[src/rtl/mbs_pkg.sv]
// Constants, types and helpers for the Modbus RTU register slave
package mbs_pkg;
  // ==========================================================
  // Register map
  localparam logic [15:0] REG_DISP = 16'h0001;
  localparam logic [15:0] REG_ERR = 16'h0002;
  localparam logic [15:0] REG_DP = 16'h0003;
  localparam logic [15:0] REG_ADDR = 16'h0020;
  localparam logic [15:0] REG_ID = 16'h0021;
  localparam logic [15:0] REG_BAUD = 16'h0022;
  localparam logic [15:0] REG_LOCK = 16'h0023;
  localparam logic [15:0] REG_PT_LO = 16'h0070;
  localparam logic [15:0] REG_PT_HI = 16'h0097;
  localparam logic [15:0] REG_AO_LO = 16'h00A0;
  localparam logic [15:0] REG_AO_HI = 16'h00A5;
  // ==========================================================
  // Function and exception codes
  localparam logic [7:0] FN_READ = 8'h03;
  localparam logic [7:0] FN_WR1 = 8'h06;
  localparam logic [7:0] FN_WRN = 8'h10;
  localparam logic [7:0] EX_NONE = 8'h00;
  localparam logic [7:0] EX_FUNC = 8'h01;
  localparam logic [7:0] EX_ADDR = 8'h02;
  localparam logic [7:0] EX_DATA = 8'h03;
  localparam logic [7:0] EX_LOCK = 8'h08;
  localparam logic [7:0] EX_OVER = 8'hA0;
  localparam logic [7:0] EX_UNDER = 8'h60;
  localparam logic [7:0] EX_FLAG = 8'h80;
  localparam logic [7:0] BCAST = 8'h00;
  // ==========================================================
  // Limits and reset values
  localparam logic [15:0] MAX_REGS = 16'h0010;
  localparam int BUF_DEPTH = 64;
  localparam int N_PTS = 20;
  localparam int N_AO = 6;
  localparam logic [15:0] PT_UNDEF = 16'h8000;
  localparam logic [7:0] RST_ADDR = 8'h01;
  localparam logic [15:0] BAUD_19200 = 16'h0004;
  localparam logic [15:0] RST_BAUD = 16'h0004;
  localparam logic [15:0] BAUD_MAX = 16'h0007;
  localparam logic [15:0] DP_MAX = 16'h0003;
  localparam logic [15:0] ADDR_MIN = 16'h0001;
  localparam logic [15:0] ADDR_MAX = 16'h00F7;
  localparam logic [15:0] CRC_INIT = 16'hFFFF;
  localparam logic [15:0] CRC_POLY = 16'hA001;
  // ==========================================================
  // Frame silence timing
  localparam longint CLK_HZ = 100000000;
  localparam longint T35_BAUD = 19200;
  localparam longint CHAR_BITS = 11;
  localparam longint T35_TENTHS = 35;
  localparam int T35_CYC_DEF = int'((CLK_HZ * CHAR_BITS * T35_TENTHS
    + T35_BAUD * 10 - 1) / (T35_BAUD * 10));
  localparam int SIL_W = 24;
  // ==========================================================
  // Types and helpers
  typedef struct packed {
    logic valid;
    logic [7:0] data;
  } mbs_byte_t;

  function automatic logic [15:0] crc_step(input logic [15:0] c,
                                           input logic [7:0] b);
    logic [15:0] r;
    r = c ^ {8'h00, b};
    for (int i = 0; i < 8; i++)
      r = r[0] ? ((r >> 1) ^ CRC_POLY) : (r >> 1);
    return r;
  endfunction

  function automatic logic in_rng(input logic [15:0] a,
                                  input logic [15:0] lo,
                                  input logic [15:0] hi);
    return (a >= lo) && (a <= hi);
  endfunction
endpackage

[src/rtl/mbs_slave.sv]
// Modbus RTU slave: frame decode, register access and reply
//
// How it works
// - Only functions 03h, 06h, 10h served; others get illegal-function.
// - Exception codes: 01h function, 02h address, 03h data value.
// - Addressed write passing frame checks while remote writing is locked answers exception 08h.
// - A0h/60h only on single read of displayed value by 03h.
// - Exception reply: address, function with top bit, code, CRC.
// - Reply after slave address write still carries the old address.
// - Baud register write takes effect before its reply is sent.
// - Baud selector value 4 means 19200 baud.
// - Broadcast writes are executed, never answered; broadcast reads dropped.
// - At most 16 registers per read; byte count twice count, in order.
// - Lock may be set remotely, but cleared only by the local menu.
// - Curve point with X equal 8000h is undefined and unused.
// - Point becomes defined once both X and Y have been written.
// - Analog output registers exist only on variants with an output.
// - Single write reply echoes the request frame exactly.
// - Reg 01h returns signed display value; 03h holds decimal point.
// - Error status reads zero when no measurement error exists.
// - Reg 21h returns a fixed 16-bit identification code.
// - Words travel high byte first; CRC low byte then high byte.
`timescale 1ns/1ps
module mbs_slave #(
  parameter int T35_CYC = mbs_pkg::T35_CYC_DEF,
  // Arbitrary identification value
  parameter logic [15:0] DEV_ID = 16'h5A3C
) (
  // Clock and reset
  input wire logic clk,
  input wire logic sys_rst,
  // Serial byte stream
  input mbs_pkg::mbs_byte_t rx_i,
  output mbs_pkg::mbs_byte_t tx_o,
  input wire logic tx_ready,
  // Measurement side
  input wire logic [15:0] meas_value,
  input wire logic [15:0] meas_err,
  input wire logic over_range,
  input wire logic under_range,
  input wire logic has_aout,
  // Local menu
  input wire logic menu_unlock,
  // Settings
  output logic [7:0] slave_addr,
  output logic [15:0] baud_sel,
  output logic baud_is_19200,
  output logic [15:0] dp_pos,
  output logic remote_write_lock,
  output logic [mbs_pkg::N_PTS-1:0] point_valid
);
  typedef enum logic [2:0] {
    S_RX, S_CHECK, S_READ, S_VERIFY, S_APPLY, S_SEND
  } mbs_state_t;

  mbs_state_t state_q, state_d;
  logic [7:0] buf_q [0:mbs_pkg::BUF_DEPTH-1];
  logic [6:0] len_q, pos_q, nxt;
  logic ovf_q;
  logic [15:0] crc_q, crc_n;
  logic [7:0] tx_q;
  logic [mbs_pkg::SIL_W-1:0] sil_q;
  logic [15:0] start_q;
  logic [4:0] cnt_q, idx_q;
  logic [7:0] addr_q;
  logic [15:0] baud_q, dp_q;
  logic lock_q;
  logic [15:0] px_q [0:mbs_pkg::N_PTS-1];
  logic [15:0] py_q [0:mbs_pkg::N_PTS-1];
  logic [mbs_pkg::N_PTS-1:0] hx_q, hy_q;
  logic [15:0] ao_q [0:mbs_pkg::N_AO-1];
  logic frame_end, bcast, drop, last, tx_fire, sent;
  logic [15:0] rq_cnt, ra, wd, rd_val, pt_off, ao_off;
  logic rd_ok, pt_hit, ao_hit, len_ok, cnt_bad;
  logic [7:0] cexc, rexc, wexc, exc;
  logic [6:0] wix, rix;

  // ==========================================================
  // Frame decode
  assign bcast = buf_q[0] == mbs_pkg::BCAST;
  assign rq_cnt = {buf_q[4], buf_q[5]};
  assign cnt_bad = rq_cnt == 16'h0000 || rq_cnt > mbs_pkg::MAX_REGS;
  assign frame_end = state_q == S_RX && len_q != 7'd0 && !rx_i.valid
    && sil_q == mbs_pkg::SIL_W'(T35_CYC - 1);

  always_comb
  begin
    len_ok = 1'b1;
    cexc = mbs_pkg::EX_NONE;
    unique case (buf_q[1])
      mbs_pkg::FN_READ:
      begin
        len_ok = len_q == 7'd8;
        cexc = cnt_bad ? mbs_pkg::EX_DATA : mbs_pkg::EX_NONE;
      end
      mbs_pkg::FN_WR1:
        len_ok = len_q == 7'd8;
      mbs_pkg::FN_WRN:
      begin
        len_ok = cnt_bad || len_q == 7'd9 + {1'b0, rq_cnt[4:0], 1'b0};
        if (cnt_bad || buf_q[6] != {2'b00, rq_cnt[4:0], 1'b0})
          cexc = mbs_pkg::EX_DATA;
      end
      default:
        cexc = mbs_pkg::EX_FUNC;
    endcase
  end

  // Bad CRC, foreign address, bad length or broadcast read: silent
  assign drop = len_q < 7'd4 || ovf_q || crc_q != 16'h0000
    || !(buf_q[0] == addr_q || bcast) || !len_ok
    || (bcast && buf_q[1] != mbs_pkg::FN_WR1
        && buf_q[1] != mbs_pkg::FN_WRN);

  // ==========================================================
  // Register walk
  assign ra = start_q + {11'h000, idx_q};
  assign last = idx_q == cnt_q - 5'd1;
  assign wix = {1'b0, idx_q, 1'b0} + 7'd7;
  assign rix = {1'b0, idx_q, 1'b0} + 7'd3;
  assign wd = buf_q[1] == mbs_pkg::FN_WR1 ? {buf_q[4], buf_q[5]}
    : {buf_q[wix[5:0]], buf_q[wix[5:0] + 6'd1]};
  assign pt_off = ra - mbs_pkg::REG_PT_LO;
  assign ao_off = ra - mbs_pkg::REG_AO_LO;
  assign pt_hit = mbs_pkg::in_rng(ra, mbs_pkg::REG_PT_LO, mbs_pkg::REG_PT_HI);
  assign ao_hit = has_aout
    && mbs_pkg::in_rng(ra, mbs_pkg::REG_AO_LO, mbs_pkg::REG_AO_HI);

  always_comb
  begin
    rd_ok = 1'b1;
    rd_val = 16'h0000;
    if (ra == mbs_pkg::REG_DISP)
      rd_val = meas_value;
    else if (ra == mbs_pkg::REG_ERR)
      rd_val = meas_err;
    else if (ra == mbs_pkg::REG_DP)
      rd_val = dp_q;
    else if (ra == mbs_pkg::REG_ADDR)
      rd_val = {8'h00, addr_q};
    else if (ra == mbs_pkg::REG_ID)
      rd_val = DEV_ID;
    else if (ra == mbs_pkg::REG_BAUD)
      rd_val = baud_q;
    else if (ra == mbs_pkg::REG_LOCK)
      rd_val = {15'h0000, lock_q};
    else if (pt_hit)
      rd_val = pt_off[0] ? py_q[pt_off[5:1]] : px_q[pt_off[5:1]];
    else if (ao_hit)
      rd_val = ao_q[ao_off[2:0]];
    else
      rd_ok = 1'b0;
  end

  always_comb
  begin
    rexc = mbs_pkg::EX_NONE;
    if (!rd_ok)
      rexc = mbs_pkg::EX_ADDR;
    else if (cnt_q == 5'd1 && start_q == mbs_pkg::REG_DISP)
    begin
      if (over_range)
        rexc = mbs_pkg::EX_OVER;
      else if (under_range)
        rexc = mbs_pkg::EX_UNDER;
    end
  end

  always_comb
  begin
    wexc = mbs_pkg::EX_NONE;
    if (lock_q)
      wexc = mbs_pkg::EX_LOCK;
    else if (ra == mbs_pkg::REG_DP)
      wexc = wd > mbs_pkg::DP_MAX ? mbs_pkg::EX_DATA : mbs_pkg::EX_NONE;
    else if (ra == mbs_pkg::REG_ADDR)
      wexc = (wd < mbs_pkg::ADDR_MIN || wd > mbs_pkg::ADDR_MAX)
        ? mbs_pkg::EX_DATA : mbs_pkg::EX_NONE;
    else if (ra == mbs_pkg::REG_BAUD)
      wexc = wd > mbs_pkg::BAUD_MAX ? mbs_pkg::EX_DATA : mbs_pkg::EX_NONE;
    else if (ra == mbs_pkg::REG_LOCK)
      wexc = wd > 16'h0001 ? mbs_pkg::EX_DATA : mbs_pkg::EX_NONE;
    else if (!pt_hit && !ao_hit)
      wexc = mbs_pkg::EX_ADDR;
  end

  // ==========================================================
  // Sequencing
  assign tx_fire = state_q == S_SEND && tx_ready;
  assign sent = tx_fire && pos_q == len_q + 7'd1;

  always_comb
  begin
    state_d = state_q;
    exc = mbs_pkg::EX_NONE;
    unique case (state_q)
      S_RX:
        if (frame_end)
          state_d = S_CHECK;
      S_CHECK:
      begin
        exc = cexc;
        if (drop)
          state_d = S_RX;
        else if (exc != mbs_pkg::EX_NONE)
          state_d = bcast ? S_RX : S_SEND;
        else
          state_d = buf_q[1] == mbs_pkg::FN_READ ? S_READ : S_VERIFY;
      end
      S_READ:
      begin
        exc = rexc;
        if (exc != mbs_pkg::EX_NONE || last)
          state_d = S_SEND;
      end
      S_VERIFY:
      begin
        exc = wexc;
        if (exc != mbs_pkg::EX_NONE)
          state_d = bcast ? S_RX : S_SEND;
        else if (last)
          state_d = S_APPLY;
      end
      S_APPLY:
        if (last)
          state_d = bcast ? S_RX : S_SEND;
      S_SEND:
        if (sent)
          state_d = S_RX;
    endcase
  end

  always_ff @(posedge clk)
  begin
    if (sys_rst)
      state_q <= S_RX;
    else
      state_q <= state_d;
  end

  always_ff @(posedge clk)
  begin
    if (sys_rst)
    begin
      start_q <= 16'h0000;
      cnt_q <= 5'd0;
      idx_q <= 5'd0;
    end
    else if (state_q == S_CHECK)
    begin
      start_q <= {buf_q[2], buf_q[3]};
      cnt_q <= buf_q[1] == mbs_pkg::FN_WR1 ? 5'd1 : rq_cnt[4:0];
      idx_q <= 5'd0;
    end
    else if (state_q == S_VERIFY && state_d == S_APPLY)
      idx_q <= 5'd0;
    else
      idx_q <= idx_q + 5'd1;
  end

  // Restarts on every byte; cleared in other states, bytes there are ignored
  always_ff @(posedge clk)
  begin
    if (sys_rst || state_q != S_RX || rx_i.valid)
      sil_q <= '0;
    else if (sil_q != mbs_pkg::SIL_W'(T35_CYC - 1))
      sil_q <= sil_q + 1'b1;
  end

  // ==========================================================
  // Frame buffer: receive, build reply, send
  assign nxt = pos_q + 7'd1;
  assign crc_n = pos_q < len_q ? mbs_pkg::crc_step(crc_q, tx_q) : crc_q;

  always_ff @(posedge clk)
  begin
    if (sys_rst || state_d == S_RX && state_q != S_RX)
    begin
      len_q <= 7'd0;
      ovf_q <= 1'b0;
      crc_q <= mbs_pkg::CRC_INIT;
      pos_q <= 7'd0;
      tx_q <= 8'h00;
    end
    else if (state_q == S_RX && rx_i.valid)
    begin
      crc_q <= mbs_pkg::crc_step(crc_q, rx_i.data);
      if (len_q < 7'(mbs_pkg::BUF_DEPTH))
      begin
        buf_q[len_q[5:0]] <= rx_i.data;
        len_q <= len_q + 7'd1;
      end
      else
        ovf_q <= 1'b1;
    end
    else if (state_q != S_SEND && state_d == S_SEND)
    begin
      crc_q <= mbs_pkg::CRC_INIT;
      pos_q <= 7'd0;
      tx_q <= buf_q[0];
      if (exc != mbs_pkg::EX_NONE)
      begin
        buf_q[1] <= buf_q[1] | mbs_pkg::EX_FLAG;
        buf_q[2] <= exc;
        len_q <= 7'd3;
      end
      else if (state_q == S_READ)
      begin
        buf_q[2] <= {2'b00, cnt_q, 1'b0};
        buf_q[rix[5:0]] <= rd_val[15:8];
        buf_q[rix[5:0] + 6'd1] <= rd_val[7:0];
        len_q <= rix + 7'd2;
      end
      else
        len_q <= 7'd6;
    end
    else if (state_q == S_READ)
    begin
      buf_q[rix[5:0]] <= rd_val[15:8];
      buf_q[rix[5:0] + 6'd1] <= rd_val[7:0];
    end
    else if (tx_fire)
    begin
      crc_q <= crc_n;
      pos_q <= nxt;
      tx_q <= nxt < len_q ? buf_q[nxt[5:0]]
        : nxt == len_q ? crc_n[7:0] : crc_n[15:8];
    end
  end

  // One driver for the whole carrier
  assign tx_o = '{valid: state_q == S_SEND, data: tx_q};

  // ==========================================================
  // Settings registers
  always_ff @(posedge clk)
  begin
    if (sys_rst)
    begin
      addr_q <= mbs_pkg::RST_ADDR;
      baud_q <= mbs_pkg::RST_BAUD;
      dp_q <= 16'h0000;
      hx_q <= '0;
      hy_q <= '0;
      for (int i = 0; i < mbs_pkg::N_PTS; i++)
      begin
        px_q[i] <= mbs_pkg::PT_UNDEF;
        py_q[i] <= 16'h0000;
      end
      for (int i = 0; i < mbs_pkg::N_AO; i++)
        ao_q[i] <= 16'h0000;
    end
    else if (state_q == S_APPLY)
    begin
      if (ra == mbs_pkg::REG_DP)
        dp_q <= wd;
      else if (ra == mbs_pkg::REG_ADDR)
        addr_q <= wd[7:0];
      else if (ra == mbs_pkg::REG_BAUD)
        baud_q <= wd;
      else if (pt_hit && pt_off[0])
      begin
        py_q[pt_off[5:1]] <= wd;
        hy_q[pt_off[5:1]] <= 1'b1;
      end
      else if (pt_hit)
      begin
        px_q[pt_off[5:1]] <= wd;
        hx_q[pt_off[5:1]] <= 1'b1;
      end
      else if (ao_hit)
        ao_q[ao_off[2:0]] <= wd;
    end
  end

  // Link can only raise the lock; a raise beats a same-cycle menu clear
  always_ff @(posedge clk)
  begin
    if (sys_rst)
      lock_q <= 1'b0;
    else if (state_q == S_APPLY && ra == mbs_pkg::REG_LOCK && wd[0])
      lock_q <= 1'b1;
    else if (menu_unlock)
      lock_q <= 1'b0;
  end

  always_comb
  begin
    for (int i = 0; i < mbs_pkg::N_PTS; i++)
      point_valid[i] = hx_q[i] && hy_q[i]
        && px_q[i] != mbs_pkg::PT_UNDEF;
  end

  assign slave_addr = addr_q;
  assign baud_sel = baud_q;
  assign baud_is_19200 = baud_q == mbs_pkg::BAUD_19200;
  assign dp_pos = dp_q;
  assign remote_write_lock = lock_q;
endmodule

[config.mk]
export PLATFORM = sky130hd
export DESIGN_NAME = mbs_slave
export DESIGN_NICKNAME = d
export VERILOG_FILES = /design/src/rtl/mbs_pkg.sv /design/src/rtl/mbs_slave.sv
export SDC_FILE = /design/constraint.sdc
export NUM_CORES = 2
export LEC_CHECK = 0
export ABC_AREA = 1
export BUFFER_PORTS_ARGS = -buffer_cell sky130_fd_sc_hd__clkbuf_2
export CAP_MARGIN = 20
export CORE_UTILIZATION = 40
export CTS_CLUSTER_SIZE = 40
export DETAILED_ROUTE_END_ITERATION = 10
export SYNTH_ARGS = -nofsm -noshare
export SYNTH_HDL_FRONTEND = slang
export SYNTH_SLANG_ARGS = --single-unit
[constraint.sdc]
create_clock -name clk -period 9.8 [get_ports clk]
set_clock_uncertainty 0.15 [all_clocks]
set_input_delay 0.49 -clock clk [delete_from_list [all_inputs] [get_ports clk]]
set_output_delay 0.49 -clock clk [all_outputs]
set_load 0.005 [all_outputs]
==> out/qor.csv <==
metric,value,unit
worst_setup_path_start_kind,flip-flop,
fillCellCount,20900,
hp-class,primary input to flip-flop,
cts_hold_buf,3,
drtIter0Drc,11900,
syn_nets,9404,
yosys.area_share.simple,0.185,
async_reset_ff_frac,0,
detailed_place_hpwl,236000,um
cpPeakStageDelay,0.79,ns
seq_power_share,0.323,
place.gp.congestion,1.04,
chipWidth,472,um
hold_slack,0.0833,ns
worstPathArrival,9.07,ns
io_buffers,118,
routed_via_density,6.07,
worstPathRequired,10.16,ns
fp.dieH,472,um
row_count,172,
dieArea,0.223,sq mm
slowest_stage,nor2_4,
cts-root-buf,clkbuf_16,
grt_use_total,0.315,
status,"finished, final reports clean",
powerDensity,297,mW/mm^2
rsz0062_at_grt,false,
grt_pass1_vias,69500,
grt_pass1_wl,507000,um
coreArea,0.220,sq mm
synth_edf_count,1664,
p_leak,37.0,nW
clockBufferDepth,3,
cts_resized,0,
yosysSeqAreaShare,0.604,
ir_drop,737,uV
tightest_slew,1.19,ns
switching_share,0.455,
comb_power_share,0.419,
min_path_cells,5,
yosys.cell_types.count,66,
crit_family,simple AND/OR/NAND/NOR gates,
final_nets,9312,
avgRoutedWirePerCell,29.1,um
timing.final.crit_share,0.889,
rr_worst_depth,34,
slew_headroom,0.201,
slew_viol_final,0,
setup_viol_count_final,0,
synth_top_family_by_area,simple AND/OR/NAND/NOR gates,
grt_start_max_net_pins,137,
cts_tree,built,
clkTransAtPathRegs,0.06,ns
setup_tns,0,ns
clk_latency,0.92,ns
grt_overflow,0,
p_sw,13.4,mW
end_kind,flip-flop,
vias,75100,
clkSinkCount,1837,
yosys.area_share.adder,0.00603,
area_growth,12.0,%
drive_above_1_share,0.0870,
final_common_cell,edfxtp_1,
ys_seq_elements,1837,
synthFlopType,edfxtp_1,
path_common_cell,nand2_1,
fmax,115,MHz
path_class,flip-flop to flip-flop,
finalCriticalPeriod,8.71,ns
p_int,16.0,mW
p_clk_frac,0.258,
synth_compound_area_frac,0.139,
crit_cells,34,
final_antenna_net_count,0,
cap_violations,0,
avgSynthCellArea,9.49,sq um
hold_violations,0,
initial_utilization,0.402,
muxShareOfSynthArea,0.000113,
syn_inst,9314,
path_max_fanout,31,
layout_common_cells,"edfxtp_1, nand2_1, nor2_1",
drcViolationCount,0,
final_area,0.0990,sq mm
netlist_area,0.0884,sq mm
cts_setup_buffers,0,
cts_inserted_buffers,194,
pin_count,119,
postPlaceCellArea,0.0924,sq mm
routed_wirelength,359000,um
synth_warnings,0,
antenna_found_initial,16,
h-tree-depth,4,
path_buf_inv,3,
drt_first_pass_iters,8,
synth-xor-area-share,0.00691,
==> flip-flops by register name, indices dropped and copies added, names as in the netlist <==
register,flops
ao_q,128
baud_sel,16
buf_q,512
cnt_q,5
crc_q,16
dp_pos,16
hx_q,20
hy_q,20
idx_q,5
len_q,7
ovf_q,1
pos_q,7
px_q,512
py_q,512
remote_write_lock,1
sil_q,24
slave_addr,8
start_q,16
state_q,3
tx_q,8
==> path summary, 6_finish.rpt <==
path	from	endpoint	slack, ns
worst max-delay path	idx_q[1]	buf_q[51][0]	1.09
worst min register to register	hx_q[15]	hx_q[15]	0.30
worst min-delay path	rx_i[0]	crc_q[6]	0.08
worst max register to register	idx_q[1]	buf_q[51][0]	1.09
==> per-layer routing <==
layer | track usage | share of wire | vias up
li1 | - | - | 32600
met4 | 0.157 | 0.057 | 10
met5 | 0 | 0.00018 | -
met2 | 0.463 | 0.43 | 5051
met1 | 0.429 | 0.39 | 36500
met3 | 0.0818 | 0.12 | 918
==> power by group through the flow <==
stage | combinational (mW) | clock, mW | sequential [mW]
3_5_place_dp | 11.8 | 0 | 9.63
2_1_floorplan | 6.16 | 0 | 9.55
3_3_place_gp | 11.8 | 0 | 9.63
6_report | 12.3 | 7.59 | 9.48
5_1_grt | 12.7 | 7.90 | 9.49
4_1_cts | 11.9 | 7.63 | 9.47
==> cell families after synthesis <==
logic type,count (synthesis)
adder cells (fa/ha/maj),42
AO/OA/AOI/OAI,2100
flip-flops,1837
multiplexers,1
AND/OR/NAND/NOR,3950
XOR/XNOR,68
buffers and inverters,1316
==> synthesized netlist by cell type, types with 102 or more instances <==
cell type	instances	area [sq um]
clkbuf_1	485	1820
nor2_1	1472	5530
edfxtp_1	1664	50000
dfxtp_1	173	3460
nand4_1	102	638
o22ai_1	395	2470
inv_1	626	2350
nor3_1	125	626
nand2_1	1639	6150
nand3_1	434	2170
a21oi_1	313	1570
o21ai_0	936	4680
==> worst register-to-register path, delay by kind of cell, from the launching register on <==
family                     cells  cell delay (ns)
AOI/OAI and AO/OA              2             0.23
adders and majority gates      1             0.47
buffers and inverters          3             0.78
DFF                            1             0.65
and+or+nand+nor               28             6.09
==> layout make-up <==
class                   instances  area [sq um]  share of cell area
clock buffers                 254          5240              0.0529
diodes                         12          30.0            0.000303
repair buffers                355          2670              0.0270
multi-input cells            6161         30100               0.304
inverters                     673          2570              0.0260
well taps                    2958          3700              0.0374
clock inverters               106          1250              0.0126
flip-flops and latches       1837         53400               0.540
==> stage by stage <==
step	setup slack, ns	instances	utilization	total power, mW
2_1_floorplan	3.69	9314	-	15.7
3_3_place_gp	1.33	12000	0.420	21.4
3_5_place_dp	1.51	12000	0.421	21.5
4_1_cts	1.55	12300	0.450	29.0
5_1_grt	0.628	12300	0.451	30.1
6_report	1.09	12400	0.451	29.4
No activity file was read; power rests on OpenSTA's default activity.
